<file path="config.mk">
export PLATFORM = sky130hd
export DESIGN_NAME = host_irq_and_message_fifo_regs
export DESIGN_NICKNAME = d
export VERILOG_FILES = /design/src/rtl/host_irq_and_message_fifo_regs.v /design/src/rtl/two_entry_buffer.v
export VERILOG_INCLUDE_DIRS = /design/src /design/src/rtl
export SDC_FILE = /design/constraint.sdc
export NUM_CORES = 1
export LEC_CHECK = 0
export ABC_AREA = 1
export BUFFER_PORTS_ARGS = -buffer_cell sky130_fd_sc_hd__buf_2
export CORE_ASPECT_RATIO = 1.1
export CORE_MARGIN = 2
export CORE_UTILIZATION = 55
export CTS_BUF_LIST = sky130_fd_sc_hd__clkbuf_4 sky130_fd_sc_hd__clkbuf_8
export DETAILED_ROUTE_END_ITERATION = 7
export PLACE_DENSITY = 0.77
export SYNTH_ARGS = -nofsm -noshare
export SYNTH_HDL_FRONTEND = slang
export SYNTH_HIERARCHICAL = 1
export SYNTH_SLANG_ARGS = --single-unit
</file>
<file path="constraint.sdc">
create_clock -name mclk_i -period 12.4 [get_ports mclk_i]
set_clock_uncertainty 0.2 [all_clocks]
set_input_delay 1.86 -clock mclk_i [delete_from_list [all_inputs] [get_ports mclk_i]]
set_output_delay 1.86 -clock mclk_i [all_outputs]
set_load 0.03 [all_outputs]
</file>
<file path="src/rtl/host_irq_fifo_consts.vh">
`ifndef HOST_IRQ_FIFO_CONSTS_VH
`define HOST_IRQ_FIFO_CONSTS_VH

// ****************************************************************
// Register offsets (byte addresses)
// ****************************************************************
`define OFS_DOORBELL        8'h00
`define OFS_DIAG_ADDR       8'h14
`define OFS_IRQ_FLAGS       8'h30
`define OFS_IRQ_MASK_ROUTE  8'h34
`define OFS_REQUEST_QUEUE   8'h40
`define OFS_REPLY_QUEUE     8'h44

// ****************************************************************
// Field positions
// ****************************************************************
`define FLAG_SYS_DOORBELL   0
`define FLAG_REPLY          3
`define FLAG_IOP_DOORBELL   31
`define MASK_DOORBELL       0
`define MASK_REPLY          3
`define ROUTE_LO            8
`define ROUTE_HI            9

// ****************************************************************
// Routing encodings and values
// ****************************************************************
`define ROUTE_BOTH          2'h0
`define ROUTE_ALT_ONLY      2'h2
`define QUEUE_EMPTY_VALUE   32'h0FFFFFFF
`define RESET_WORD          32'h00000000
`define RESET_ROUTE         2'h0
`define RESET_MASK_BIT      1'h0
`define RESET_PIN_N         1'h1

`endif

</file>
<file path="src/rtl/host_irq_and_message_fifo_regs.v">
`timescale 1ns/1ps
`include "host_irq_fifo_consts.vh"

//
// Contract
// Diagnostic address register holds 32-bit internal-bus location for diagnostic data.
// Any host write to flags register clears the system doorbell flag, bit 0.
// Each function has its own interrupt flags register.
// Bit 31 is one while a host doorbell waits for the processor.
// Bit 3 is one whenever the reply post queue is not empty.
// Interrupt requested when reply or doorbell flag set and its mask clear.
// Processor doorbell write sets flag bit 0.
// Mask bit 3 blocks reply interrupts; flag still reports.
// Mask bit 0 blocks doorbell interrupts.
// Routing 00 both pins, 01/11 primary only, 10 alternate only.
// With message-signalled interrupts enabled neither pin is asserted.
// Each function has its own mask and routing register.
// Request port read pops free frame pointer, or returns the empty value.
// Host write to request port posts a request entry.
// Request port is one register shared by both functions.
// Reply port read pops posted reply pointer, or returns the empty value.
// Host write to reply port returns a free reply entry.
// Each function has its own reply port.
// Host doorbell write interrupts processor and shows the written word.
// Per-function request is registered OR of flags gated by clear masks.
module host_irq_and_message_fifo_regs (
    input  wire        mclk_i,                // Clock, 200 MHz
    input  wire        reset_i,               // Synchronous reset, active high
    input  wire        host_req_i,            // Host access, held until ack
    input  wire        host_wr_i,             // 1 write, 0 read
    input  wire        host_func_i,           // Addressed function
    input  wire [7:0]  host_addr_i,           // Byte offset
    input  wire [31:0] host_wdata_i,          // Write data
    output wire        host_ack_o,            // Access done, one-cycle pulse
    output wire [31:0] host_rdata_o,          // Read data, valid with ack
    input  wire [1:0]  msi_en_i,              // Per-function MSI enable
    output wire [1:0]  primary_irq_pin_n_o,   // Primary pins, active low
    output wire [1:0]  alternate_irq_pin_n_o, // Alternate pins, active low
    input  wire [1:0]  iop_db_wr_i,           // Processor doorbell write
    input  wire [63:0] iop_db_wdata_i,        // Processor doorbell words
    input  wire [1:0]  iop_db_clr_i,          // Processor clears its request
    input  wire [1:0]  iop_db_mask_i,         // Processor-side doorbell mask
    output wire [63:0] iop_db_value_o,        // Host doorbell words
    output wire [1:0]  iop_db_irq_o,          // Processor doorbell interrupt
    input  wire        iop_rqf_valid_i,       // Free request pointer offered
    input  wire [31:0] iop_rqf_data_i,        // Free request pointer
    output wire        iop_rqf_ready_o,       // Free request room
    output wire        iop_rqp_valid_o,       // Posted request present
    output wire [31:0] iop_rqp_data_o,        // Posted request pointer
    input  wire        iop_rqp_ready_i,       // Posted request taken
    input  wire [1:0]  iop_rpp_valid_i,       // Reply post offered
    input  wire [63:0] iop_rpp_data_i,        // Reply post pointers
    output wire [1:0]  iop_rpp_ready_o,       // Reply post room
    output wire [1:0]  iop_rpf_valid_o,       // Free reply present
    output wire [63:0] iop_rpf_data_o,        // Free reply pointers
    input  wire [1:0]  iop_rpf_ready_i,       // Free reply taken
    output wire [31:0] diag_addr_o            // Diagnostic address
);

    // ****************************************************************
    // Routing decode
    // ****************************************************************

    // Returns {alternate, primary} request for one function
    function [1:0] route_pins;
        input [1:0] mode;
        input       req;
        input       msi;
        begin
            if (!req || msi) begin
                route_pins = 2'h0;
            end else if (mode == `ROUTE_BOTH) begin
                route_pins = 2'h3;
            end else if (mode == `ROUTE_ALT_ONLY) begin
                route_pins = 2'h2;
            end else begin
                route_pins = 2'h1;
            end
        end
    endfunction

    // ****************************************************************
    // State
    // ****************************************************************
    reg        ack_q;
    reg [31:0] rdata_q;
    reg [31:0] rdata_d;
    reg [31:0] diag_addr_q;
    reg [63:0] host_db_q;
    reg [63:0] iop_db_q;
    reg [1:0]  iop_pend_q;
    reg [1:0]  iop_irq_q;
    reg [1:0]  sys_db_q;
    reg [1:0]  dmask_q;
    reg [1:0]  rmask_q;
    reg [3:0]  route_q;
    reg [1:0]  pri_n_q;
    reg [1:0]  alt_n_q;
    integer    f;

    wire        sel_db;
    wire        sel_diag;
    wire        sel_flags;
    wire        sel_mask;
    wire        sel_rq;
    wire        sel_rp;
    wire        stall;
    wire        take;
    wire        take_wr;
    wire        take_rd;
    wire        rqf_valid;
    wire [31:0] rqf_data;
    wire        rqp_ready;
    wire [1:0]  rpp_valid;
    wire [63:0] rpp_data;
    wire [1:0]  rpf_ready;
    wire [1:0]  rpp_pop;
    wire [1:0]  rpf_push;
    wire [3:0]  pins;
    wire [1:0]  fn_req;

    // ****************************************************************
    // Host access decode and handshake
    // ****************************************************************

    // Address decode
    assign sel_db    = (host_addr_i == `OFS_DOORBELL);
    assign sel_diag  = (host_addr_i == `OFS_DIAG_ADDR);
    assign sel_flags = (host_addr_i == `OFS_IRQ_FLAGS);
    assign sel_mask  = (host_addr_i == `OFS_IRQ_MASK_ROUTE);
    assign sel_rq    = (host_addr_i == `OFS_REQUEST_QUEUE);
    assign sel_rp    = (host_addr_i == `OFS_REPLY_QUEUE);

    // Queue writes wait while the target buffer is full
    assign stall   = host_wr_i & ((sel_rq & ~rqp_ready) |
                                  (sel_rp & ~rpf_ready[host_func_i]));
    assign take    = host_req_i & ~ack_q & ~stall;
    assign take_wr = take & host_wr_i;
    assign take_rd = take & ~host_wr_i;

    // Pops and pushes steered by function
    assign rpp_pop  = {take_rd & sel_rp & host_func_i,
                       take_rd & sel_rp & ~host_func_i};
    assign rpf_push = {take_wr & sel_rp & host_func_i,
                       take_wr & sel_rp & ~host_func_i};

    // Read data mux
    always @* begin
        rdata_d = `RESET_WORD;
        case (host_addr_i)
            `OFS_DOORBELL: begin
                rdata_d = iop_db_q[32*host_func_i +: 32];
            end
            `OFS_DIAG_ADDR: begin
                rdata_d = diag_addr_q;
            end
            `OFS_IRQ_FLAGS: begin
                rdata_d[`FLAG_IOP_DOORBELL] = iop_pend_q[host_func_i];
                rdata_d[`FLAG_REPLY]        = rpp_valid[host_func_i];
                rdata_d[`FLAG_SYS_DOORBELL] = sys_db_q[host_func_i];
            end
            `OFS_IRQ_MASK_ROUTE: begin
                rdata_d[`ROUTE_HI:`ROUTE_LO] = route_q[2*host_func_i +: 2];
                rdata_d[`MASK_REPLY]         = rmask_q[host_func_i];
                rdata_d[`MASK_DOORBELL]      = dmask_q[host_func_i];
            end
            `OFS_REQUEST_QUEUE: begin
                rdata_d = rqf_valid ? rqf_data : `QUEUE_EMPTY_VALUE;
            end
            `OFS_REPLY_QUEUE: begin
                rdata_d = rpp_valid[host_func_i] ?
                          rpp_data[32*host_func_i +: 32] :
                          `QUEUE_EMPTY_VALUE;
            end
            default: begin
                rdata_d = `RESET_WORD;
            end
        endcase
    end

    // Ack pulse and captured read data
    always @(posedge mclk_i) begin
        if (reset_i) begin
            ack_q   <= 1'b0;
            rdata_q <= `RESET_WORD;
        end else begin
            ack_q <= take;
            if (take_rd) begin
                rdata_q <= rdata_d;
            end
        end
    end

    // ****************************************************************
    // Doorbells, flags, masks and diagnostic address
    // ****************************************************************

    // Register writes and hardware-set flags; sets win over clears
    always @(posedge mclk_i) begin
        if (reset_i) begin
            diag_addr_q <= `RESET_WORD;
            host_db_q   <= {2{`RESET_WORD}};
            iop_db_q    <= {2{`RESET_WORD}};
            iop_pend_q  <= 2'h0;
            sys_db_q    <= 2'h0;
            dmask_q     <= {2{`RESET_MASK_BIT}};
            rmask_q     <= {2{`RESET_MASK_BIT}};
            route_q     <= {2{`RESET_ROUTE}};
        end else begin
            if (take_wr && sel_diag) begin
                diag_addr_q <= host_wdata_i;
            end
            for (f = 0; f < 2; f = f + 1) begin
                // Host doorbell to the processor
                if (iop_db_clr_i[f]) begin
                    iop_pend_q[f] <= 1'b0;
                end
                if (take_wr && sel_db && host_func_i == f) begin
                    host_db_q[32*f +: 32] <= host_wdata_i;
                    iop_pend_q[f]         <= 1'b1;
                end
                // Processor doorbell to the host
                if (take_wr && sel_flags && host_func_i == f) begin
                    sys_db_q[f] <= 1'b0;
                end
                if (iop_db_wr_i[f]) begin
                    iop_db_q[32*f +: 32] <= iop_db_wdata_i[32*f +: 32];
                    sys_db_q[f]          <= 1'b1;
                end
                // Per-function mask and routing
                if (take_wr && sel_mask && host_func_i == f) begin
                    route_q[2*f +: 2] <= host_wdata_i[`ROUTE_HI:`ROUTE_LO];
                    rmask_q[f]        <= host_wdata_i[`MASK_REPLY];
                    dmask_q[f]        <= host_wdata_i[`MASK_DOORBELL];
                end
            end
        end
    end

    // ****************************************************************
    // Interrupt requests and pins
    // ****************************************************************

    // Requests gated by clear masks, routed as {alt, pri} per function
    assign fn_req    = (rpp_valid & ~rmask_q) | (sys_db_q & ~dmask_q);
    assign pins[1:0] = route_pins(route_q[1:0], fn_req[0], msi_en_i[0]);
    assign pins[3:2] = route_pins(route_q[3:2], fn_req[1], msi_en_i[1]);

    // Registered pins and processor doorbell interrupt
    always @(posedge mclk_i) begin
        if (reset_i) begin
            pri_n_q   <= {2{`RESET_PIN_N}};
            alt_n_q   <= {2{`RESET_PIN_N}};
            iop_irq_q <= 2'h0;
        end else begin
            pri_n_q   <= ~{pins[2], pins[0]};
            alt_n_q   <= ~{pins[3], pins[1]};
            iop_irq_q <= iop_pend_q & ~iop_db_mask_i;
        end
    end

    // ****************************************************************
    // Message frame pointer queues
    // ****************************************************************

    // Shared free request queue, filled by the processor
    two_entry_buffer u_req_free (
        .mclk_i      (mclk_i),
        .reset_i     (reset_i),
        .in_valid_i  (iop_rqf_valid_i),
        .in_data_i   (iop_rqf_data_i),
        .in_ready_o  (iop_rqf_ready_o),
        .out_valid_o (rqf_valid),
        .out_data_o  (rqf_data),
        .out_ready_i (take_rd & sel_rq)
    );

    // Shared posted request queue, drained by the processor
    two_entry_buffer u_req_post (
        .mclk_i      (mclk_i),
        .reset_i     (reset_i),
        .in_valid_i  (take_wr & sel_rq),
        .in_data_i   (host_wdata_i),
        .in_ready_o  (rqp_ready),
        .out_valid_o (iop_rqp_valid_o),
        .out_data_o  (iop_rqp_data_o),
        .out_ready_i (iop_rqp_ready_i)
    );

    // One reply port pair per function
    genvar g;
    generate
        for (g = 0; g < 2; g = g + 1) begin : g_reply
            two_entry_buffer u_reply_post (
                .mclk_i      (mclk_i),
                .reset_i     (reset_i),
                .in_valid_i  (iop_rpp_valid_i[g]),
                .in_data_i   (iop_rpp_data_i[32*g +: 32]),
                .in_ready_o  (iop_rpp_ready_o[g]),
                .out_valid_o (rpp_valid[g]),
                .out_data_o  (rpp_data[32*g +: 32]),
                .out_ready_i (rpp_pop[g])
            );
            two_entry_buffer u_reply_free (
                .mclk_i      (mclk_i),
                .reset_i     (reset_i),
                .in_valid_i  (rpf_push[g]),
                .in_data_i   (host_wdata_i),
                .in_ready_o  (rpf_ready[g]),
                .out_valid_o (iop_rpf_valid_o[g]),
                .out_data_o  (iop_rpf_data_o[32*g +: 32]),
                .out_ready_i (iop_rpf_ready_i[g])
            );
        end
    endgenerate

    // ****************************************************************
    // Outputs
    // ****************************************************************
    assign host_ack_o            = ack_q;
    assign host_rdata_o          = rdata_q;
    assign primary_irq_pin_n_o   = pri_n_q;
    assign alternate_irq_pin_n_o = alt_n_q;
    assign iop_db_value_o        = host_db_q;
    assign iop_db_irq_o          = iop_irq_q;
    assign diag_addr_o           = diag_addr_q;

endmodule // host_irq_and_message_fifo_regs

</file>
<file path="src/rtl/two_entry_buffer.v">
`timescale 1ns/1ps
`include "host_irq_fifo_consts.vh"

// ****************************************************************
// Two-entry buffer, head always in slot 0
// ****************************************************************
module two_entry_buffer (
    input  wire        mclk_i,      // Clock
    input  wire        reset_i,     // Synchronous reset, active high
    input  wire        in_valid_i,  // Word offered
    input  wire [31:0] in_data_i,   // Word offered
    output wire        in_ready_o,  // Room for a word
    output wire        out_valid_o, // Head word present
    output wire [31:0] out_data_o,  // Head word
    input  wire        out_ready_i  // Head word taken
);

    reg [31:0] mem_q [0:1];
    reg        v0_q;
    reg        v1_q;
    wire       push;
    wire       pop;

    // Handshakes and flop-driven outputs
    assign in_ready_o  = ~v1_q;
    assign out_valid_o = v0_q;
    assign out_data_o  = mem_q[0];
    assign push        = in_valid_i & ~v1_q;
    assign pop         = out_ready_i & v0_q;

    // Shift storage towards slot 0
    always @(posedge mclk_i) begin
        if (reset_i) begin
            v0_q     <= 1'b0;
            v1_q     <= 1'b0;
            mem_q[0] <= `RESET_WORD;
            mem_q[1] <= `RESET_WORD;
        end else if (push && pop) begin
            if (v1_q) begin
                mem_q[0] <= mem_q[1];
                mem_q[1] <= in_data_i;
            end else begin
                mem_q[0] <= in_data_i;
            end
        end else if (pop) begin
            mem_q[0] <= mem_q[1];
            v0_q     <= v1_q;
            v1_q     <= 1'b0;
        end else if (push) begin
            if (v0_q) begin
                mem_q[1] <= in_data_i;
                v1_q     <= 1'b1;
            end else begin
                mem_q[0] <= in_data_i;
                v0_q     <= 1'b1;
            end
        end
    end

endmodule // two_entry_buffer

</file>
==> results by group, run 1 <==
Setup path
  • Crit Path Class: input port to register
  • CP required: 12.65 ns
  • Critical path arrival: 6.09 ns
  • CP startpoint kind: input port
  • Endpoint class of the critical path: register
  • Peak fanout along the critical path: 64

STA
  • Final min period: 5.843 ns
  • Final number of setup-violating endpoints: 0
  • Slew HR: 0.2107
  • Post-Route Setup TNS: 0 ns
  • Max Fclk: 171.1 MHz
  • Unrepaired setup endpoints after global routing: no
  • Final Hold Vio Count: 0
  • Max Slew Vio Count: 0
  • Final period util: 0.4712
  • Setup slack after layout: 6.557 ns
  • Slew @ Worst Pin: around 1.2 ns

Clocking
  • CTS tree: built
  • CTS Buf Count: about 100
  • Worst-case clock buffer depth: 3
  • # Post-CTS Setup Buffers: 0
  • Clock latency on the worst-skew pair: 0.71 ns
  • Resize count post-CTS: 0
  • Hold-fix buffers, CTS: 0
  • Clk sinks: 607
  • CTS clk-pin slew, worst paths: 0.06 ns
  • Clock H-tree levels: 3
  • Clk root buf: clkbuf_8

Drt
  • Vias per cell: around 5.3
  • Antenna violation net count after detailed routing: 0
  • Post-Route WL: 102300 um
  • Via count: 30.18k
  • Drt wl/cell: roughly 18 um
  • Pre-antenna DRT Iters: 7
  • Initial DRC Count: ~3.8k
  • Residual DRC count: 0

Placed design
  • Port buffer count: about 460
  • Final Wtd Congestion: 0.8913
  • Pre-CTS WS: ~5.9 ns
  • Post-DP HPWL: 68240 um
  • Placed cell areas: approximately 35000 sq um

Logic synthesis
  • Adder-cell share of the synthesized area: 0.009250
  • Synth Warn #: 6
  • Syn Inst Count: roughly 4.5k
  • Synth unique cells: 31
  • Syn avg cell area: 7.182 sq um
  • Share of the yosys chip area belonging to registers: 0.4927
  • Simple-gate share of the synthesized area: 0.3107
  • Xor and xnor area share after synthesis: 0
  • Compound-Gate Fraction of Synth Area: 0.08240
  • Post-synthesis cell area: 32460 sq um
  • Multiplexer share of the synthesized area: 0
  • Synthesized flop and latch total: 607
  • Main combinational cell family by area after synthesis: simple AND/OR/NAND/NOR gates
  • Syn_nets: roughly 4.8k

Die
  • Die Wd: ~240 um
  • Io pins: 456
  • Die footprint: 60990 sq um
  • Die boundary height: 258.8 um
  • Core ar.: approximately 58000 sq um
  • Initial Utilization: 0.5558
  • Standard-cell rows: 93

Power and ir drop
  • Maximum VDD drop: 0.00008859 V
  • PD cells: roughly 130 nW/um^2
  • Power, Total: 4.632 mW
  • Leak Pwr: 19.03 nW

Global routing
  • Global-route wire length before repair: 154100 um
  • GRT overflow: 0
  • Vias in the first global route: 26.79k
  • Initial antenna violation count: 6
  • Largest net degree at the start of global routing: 127
  • Gr usage total: 0.3263

Final layout
  • Share of cells above drive strength 1: 0.1460
  • Post-route cell area: 36920 sq um
  • Fillers: 5281
  • Most frequent cells in the layout: nand2_1, nor2_1, inv_1, buf_2, edfxtp_1
  • Commonest non-fill, non-tap cell in the layout: nand2_1
  • Nets@finish: 5099
  • Multi-input logic area: 13070 sq um
  • Area grow syn2layout: 13.72%
  • Reg area: 16000 sq um
  • Final core occ: 0.6320

Status
  • Status: finished, final reports clean

Min path
  • Min-delay worst type: register to register

Flow run
  • Max_cap viols: 0
## layout make-up
class | instances | share of cell area
Antenna cell | 5 | 0.0003389
Clock buffer | 157 | 0.05345
Inverter | 567 | 0.05778
Sequential cell | 607 | 0.4333
Timing Repair Buffer | 488 | 0.06846
Clock inverter | 36 | 0.006846
Multi-Input combinational cell | 3089 | 0.3541
Tap cell | 760 | 0.02576
## layer usage
layer / vias to the layer above / GRT usage / part of all wire
met3: 253 / 0.06135 / 0.11
met2: 1557 / 0.5095 / 0.45
met5: - / 0 / 0.000088
li1: 14785 / - / -
met1: 13580 / 0.4334 / 0.39
met4: 2 / 0.1745 / 0.052
## final timing paths
path | startpoint | end | slack, ns | cells past startpoint
max | host_func_i | u_req_post/mem_q[1][17] | 6.56 | 17
min | iop_db_q[28] | iop_db_q[28] | 0.25 | 2
max reg2reg | g_reply[0].u_reply_free/v1_q | u_req_post/mem_q[1][17] | 7.61 | 17
min reg2reg | iop_db_q[28] | iop_db_q[28] | 0.25 | 2
## logic make-up (layout without fill, tap and decap cells)
| family | count (synthesis) | count (layout) |
|---|---|---|
| fa+ha+maj | 24 | 24 |
| compound gates | 499 | 499 |
| flops | 607 | 607 |
| buf+inv | 824 | 1248 |
| simple gates | 2566 | 2566 |
| other cells | 0 | 5 |
## critical path, stage by stage
cell     delay [ns]
buf_4          0.37
nand2_1        0.09
o21a_1         0.15
nand3_1        0.08
nand3_2        0.10
nor2_4         0.21
inv_1          0.06
nor2_1         0.11
nand2_1        0.14
ha_1           0.27
nand2_4        0.42
nand2_1        0.13
inv_2          0.44
nand2_2        0.54
a21oi_2        0.66
buf_4          0.35
nor2_1         0.07
## cells in the mapped netlist (all sizes together)
| cell | number | area share |
|---|---|---|
| inv | 566 | 0.065 |
| o22ai | 2 | 0.00039 |
| nor2 | 746 | 0.087 |
| clkinv | 1 | 0.00012 |
| nand4 | 6 | 0.0012 |
| nand3 | 258 | 0.040 |
| dfxtp | 223 | 0.14 |
| edfxtp | 384 | 0.36 |
| a211oi | 37 | 0.0086 |
| clkbuf | 102 | 0.012 |
| nand2 | 1546 | 0.18 |
| a31oi | 26 | 0.0050 |
| a21oi | 49 | 0.0082 |
| buf | 155 | 0.028 |
| o21ai | 374 | 0.058 |
| o21a | 1 | 0.00023 |
| ha | 24 | 0.0092 |
| nor4 | 1 | 0.00019 |
| nor3 | 9 | 0.0014 |
| o211ai | 10 | 0.0023 |
## per-stage QoR
stage                     cells  hold slack, ns
after global placement     5511          0.2387
final                      5709          0.2504
after detailed placement   5511          0.2419
after CTS                  5704          0.2512
after global routing       5707          0.2607
after floorplan            4520          0.2288
## where the power goes
part           leakage, nW  total [mW]  internal, mW  switching [mW]
logic                 12.1       0.423         0.106           0.318
registers             5.79        2.29          2.25          0.0398
clock network         1.18        1.92          1.08           0.841
total                 19.0        4.63          3.43            1.20
## state kept, by name, indices dropped and copies added, names as in the netlist, 4 cells and up
name	cells
diag_addr_o	32
g_reply.u_reply_free/mem_q	128
g_reply.u_reply_post/mem_q	128
host_rdata_o	32
iop_db_q	64
iop_db_value_o	64
route_q	4
u_req_free/mem_q	64
u_req_post/mem_q	64
Power figures use the tool's default switching activity.
==> inputs of run 2 (changes only) <==
clock period = 5.65 ns   (was 12.4 ns; I/O delays follow)
==> run 2 against run 1 <==
  * Clock-buffer cell count fell by 10
  * Setup slack got worse by 5.1 ns
  * Die area did not move
  * Combinational power rose by 120%
  * Register-to-register slack got worse by 6.1 ns
  * Clock power rose by 110%
  * Design area fell by 0.26%
  * Critical endpoint is now g_reply[0].u_reply_post/mem_q[0][17]
  * Largest power group unchanged
==> results by group, run 2 (synthesized netlist as in run 1, its figures left out) <==
Power and ir drop
  • Maximum VDD drop: 0.0001732 V (+96%)
  • Leak Pwr: 19.00 nW (-0.17%)
  • P_int: 7.323 mW (+110%)
  • Comb pwr share: 0.092 (about the same)
  • Clock power frac: 0.399 (-0.015)
  • Switching share of power: 0.2591 (+0.0003211)
  • PD cells: 268.4 nW/um^2 (+110%)
  • Sw Pwr: 2.561 mW (+110%)
  • Seq pwr share: 0.509 (+0.015)

Drt
  • Residual DRC count: 0 (unchanged)
  • Antenna violation net count after detailed routing: 0 (unchanged)
  • Post-Route WL: 98250 um (-3.9%)
  • Via count: 29.85k (-1.1%)
  • Vias per cell: 5.226 (-1.1%)
  • Drt wl/cell: 17.20 um (-4.0%)
  • Initial DRC Count: 3040 (-20%)
  • Pre-antenna DRT Iters: 6 (-1)

Final layout
  • Largest regs: g_reply.u_reply_free/mem_q x128, g_reply.u_reply_post/mem_q x128
  • Non-filler cells, final: 5711 (+0.035%)
  • Nets@finish: 5109 (+0.20%)
  • Area grow syn2layout: 13.42%
  • Commonest non-fill, non-tap cell in the layout: nand2_1
  • Final core occ: 0.6303 (-0.001671)
  • Most frequent cells in the layout: nand2_1, nor2_1, inv_1, buf_2, edfxtp_1
  • Share of cells above drive strength 1: 0.1465 (+0.0004882)

Status
  • Status: finished, final reports clean

Setup path
  • CP startpoint kind: input port
  • CP required: 6.01 ns (-6.64 ns)
  • Crit Path Class: input port to register
  • Critical path arrival: 4.58 ns (-1.51 ns)
  • Peak fanout along the critical path: 64 (unchanged)
  • Endpoint class of the critical path: register

Clocking
  • CTS tree: built
  • CTS Buf Count: 99 (-3.9%)
  • Hold-fix buffers, CTS: 0 (unchanged)
  • Resize count post-CTS: 0 (unchanged)
  • Clock latency on the worst-skew pair: 0.72 ns (about the same)
  • # Post-CTS Setup Buffers: 0 (unchanged)
  • Clk root buf: clkbuf_8
  • CTS clk-pin slew, worst paths: 0.06 ns (about the same)
  • Clock H-tree levels: 3 (unchanged)
  • Clk sinks: 607 (unchanged)
  • Worst-case clock buffer depth: 3 (unchanged)

Placed design
  • Port buffer count: 455 (unchanged)
  • Pre-CTS WS: 0.8521 ns (-5.020 ns)
  • Placed cells: 5525 (+0.25%)
  • Post-DP HPWL: 66610 um (-2.4%)
  • Final Wtd Congestion: 0.9196 (+3.2%)

Die
  • Io pins: 456 (unchanged)
  • Die Wd: 235.7 um (unchanged)
  • Initial Utilization: 0.5558 (unchanged)
  • Die footprint: 60990 sq um (unchanged)
  • Standard-cell rows: 93 (unchanged)
  • Die boundary height: 258.8 um (unchanged)
  • Core ar.: 58410 sq um (unchanged)

Global routing
  • Global-route wire length before repair: 149700 um (-2.8%)
  • GRT overflow: 0 (unchanged)
  • Initial antenna violation count: 4 (-2)
  • Vias in the first global route: 26.55k (-0.91%)
  • Gr usage total: 0.3146 (-0.01161)
  • Largest net degree at the start of global routing: 118 (-7.1%)

STA
  • Post-Route Setup TNS: 0 ns (unchanged)
  • Final min period: approximately 4.2 ns
  • Slew HR: 0.2120 (+0.001295)
  • Max Fclk: 237.0 MHz
  • Final number of setup-violating endpoints: 0 (unchanged)
  • Unrepaired setup endpoints after global routing: no
  • Slew @ Worst Pin: 1.179 ns (-0.001938 ns)
  • Final period util: 0.7469
  • Final Hold Vio Count: 0 (unchanged)
  • Max Slew Vio Count: 0 (unchanged)
  • Setup slack after layout: 1.430 ns (-5.127 ns)

Flow run
  • Max_cap viols: 0 (unchanged)

Min path
  • Min-delay worst type: input port to register
-- run 2: cell count changes in the layout (fill, tap and decap cells not counted), sizes merged --
cell | previous run | this run
clkbuf | 157 | 147
buf | 488 | 502
diode | 5 | 3
-- run 2: critical path: stages --
cell and delay (ns):
buf_2 0.11, inv_2 0.05, nand2_1 0.05, nor2_1 0.30
nand2_1 0.09, buf_4 0.24, inv_1 0.17, nand2_1 0.09
nor2_1 0.25, nand2_1 0.15, inv_1 0.12, ha_1 0.24
nand2_4 0.35, nand2_1 0.21, inv_2 0.27, nand2_2 0.28
buf_4 0.35, nand2_1 0.13, nand2_1 0.10, nand2_1 0.07
nand2_1 0.06
-- run 2: path summary, 6_finish.rpt --
kind	from	to	slack, ns	depth (start not counted)
min reg2reg	iop_db_q[28]	iop_db_q[28]	0.25	2
max	host_addr_i[5]	g_reply[0].u_reply_post/mem_q[0][17]	1.43	21
max reg2reg	g_reply[1].u_reply_free/v1_q	g_reply[1].u_reply_free/mem_q[1][28]	1.54	17
min	iop_db_mask_i[0]	iop_db_irq_o[0]	0.10	2
-- run 2: layer usage --
layer,share of wire,GRT usage,wire length (um),up-vias
met4,0.047,0.1559,4653,0
met5,0,0,0,-
met1,0.41,0.4128,39850,13477
met3,0.089,0.05379,8779,205
met2,0.46,0.5072,44970,1362
li1,-,-,-,14804
-- run 2: area by class of cell --
class	count	area, sq um
clock buffer	147	1779
clock inverter	36	244.0
multi-input combinational	3089	13070
inverter	567	2133
tap	760	950.9
sequential	607	16000
antenna	3	7.507
fill	5345	21590
timing repair buffer	502	2645
-- run 2: power by group through the flow --
| stage | clock network [mW] | registers, mW | logic, mW |
|---|---|---|---|
| floorplan | 0 | 5.17 | 0.437 |
| global placement | 0 | 5.12 | 0.884 |
| detailed placement | 0 | 5.12 | 0.900 |
| finish | 3.94 | 5.03 | 0.912 |
| global route | 4.20 | 5.04 | 0.999 |
| CTS | 4.01 | 5.03 | 0.904 |
-- run 2: metrics by stage --
stage	hold slack, ns	total power, mW	instance area [sq um]
2_1_floorplan	0.2288	5.609	32460
3_3_place_gp	0.2384	6.001	34790
3_5_place_dp	0.2419	6.020	34790
4_1_cts	0.05608	9.937	36810
5_1_grt	0.08264	10.24	36820
6_report	0.1031	9.884	36820
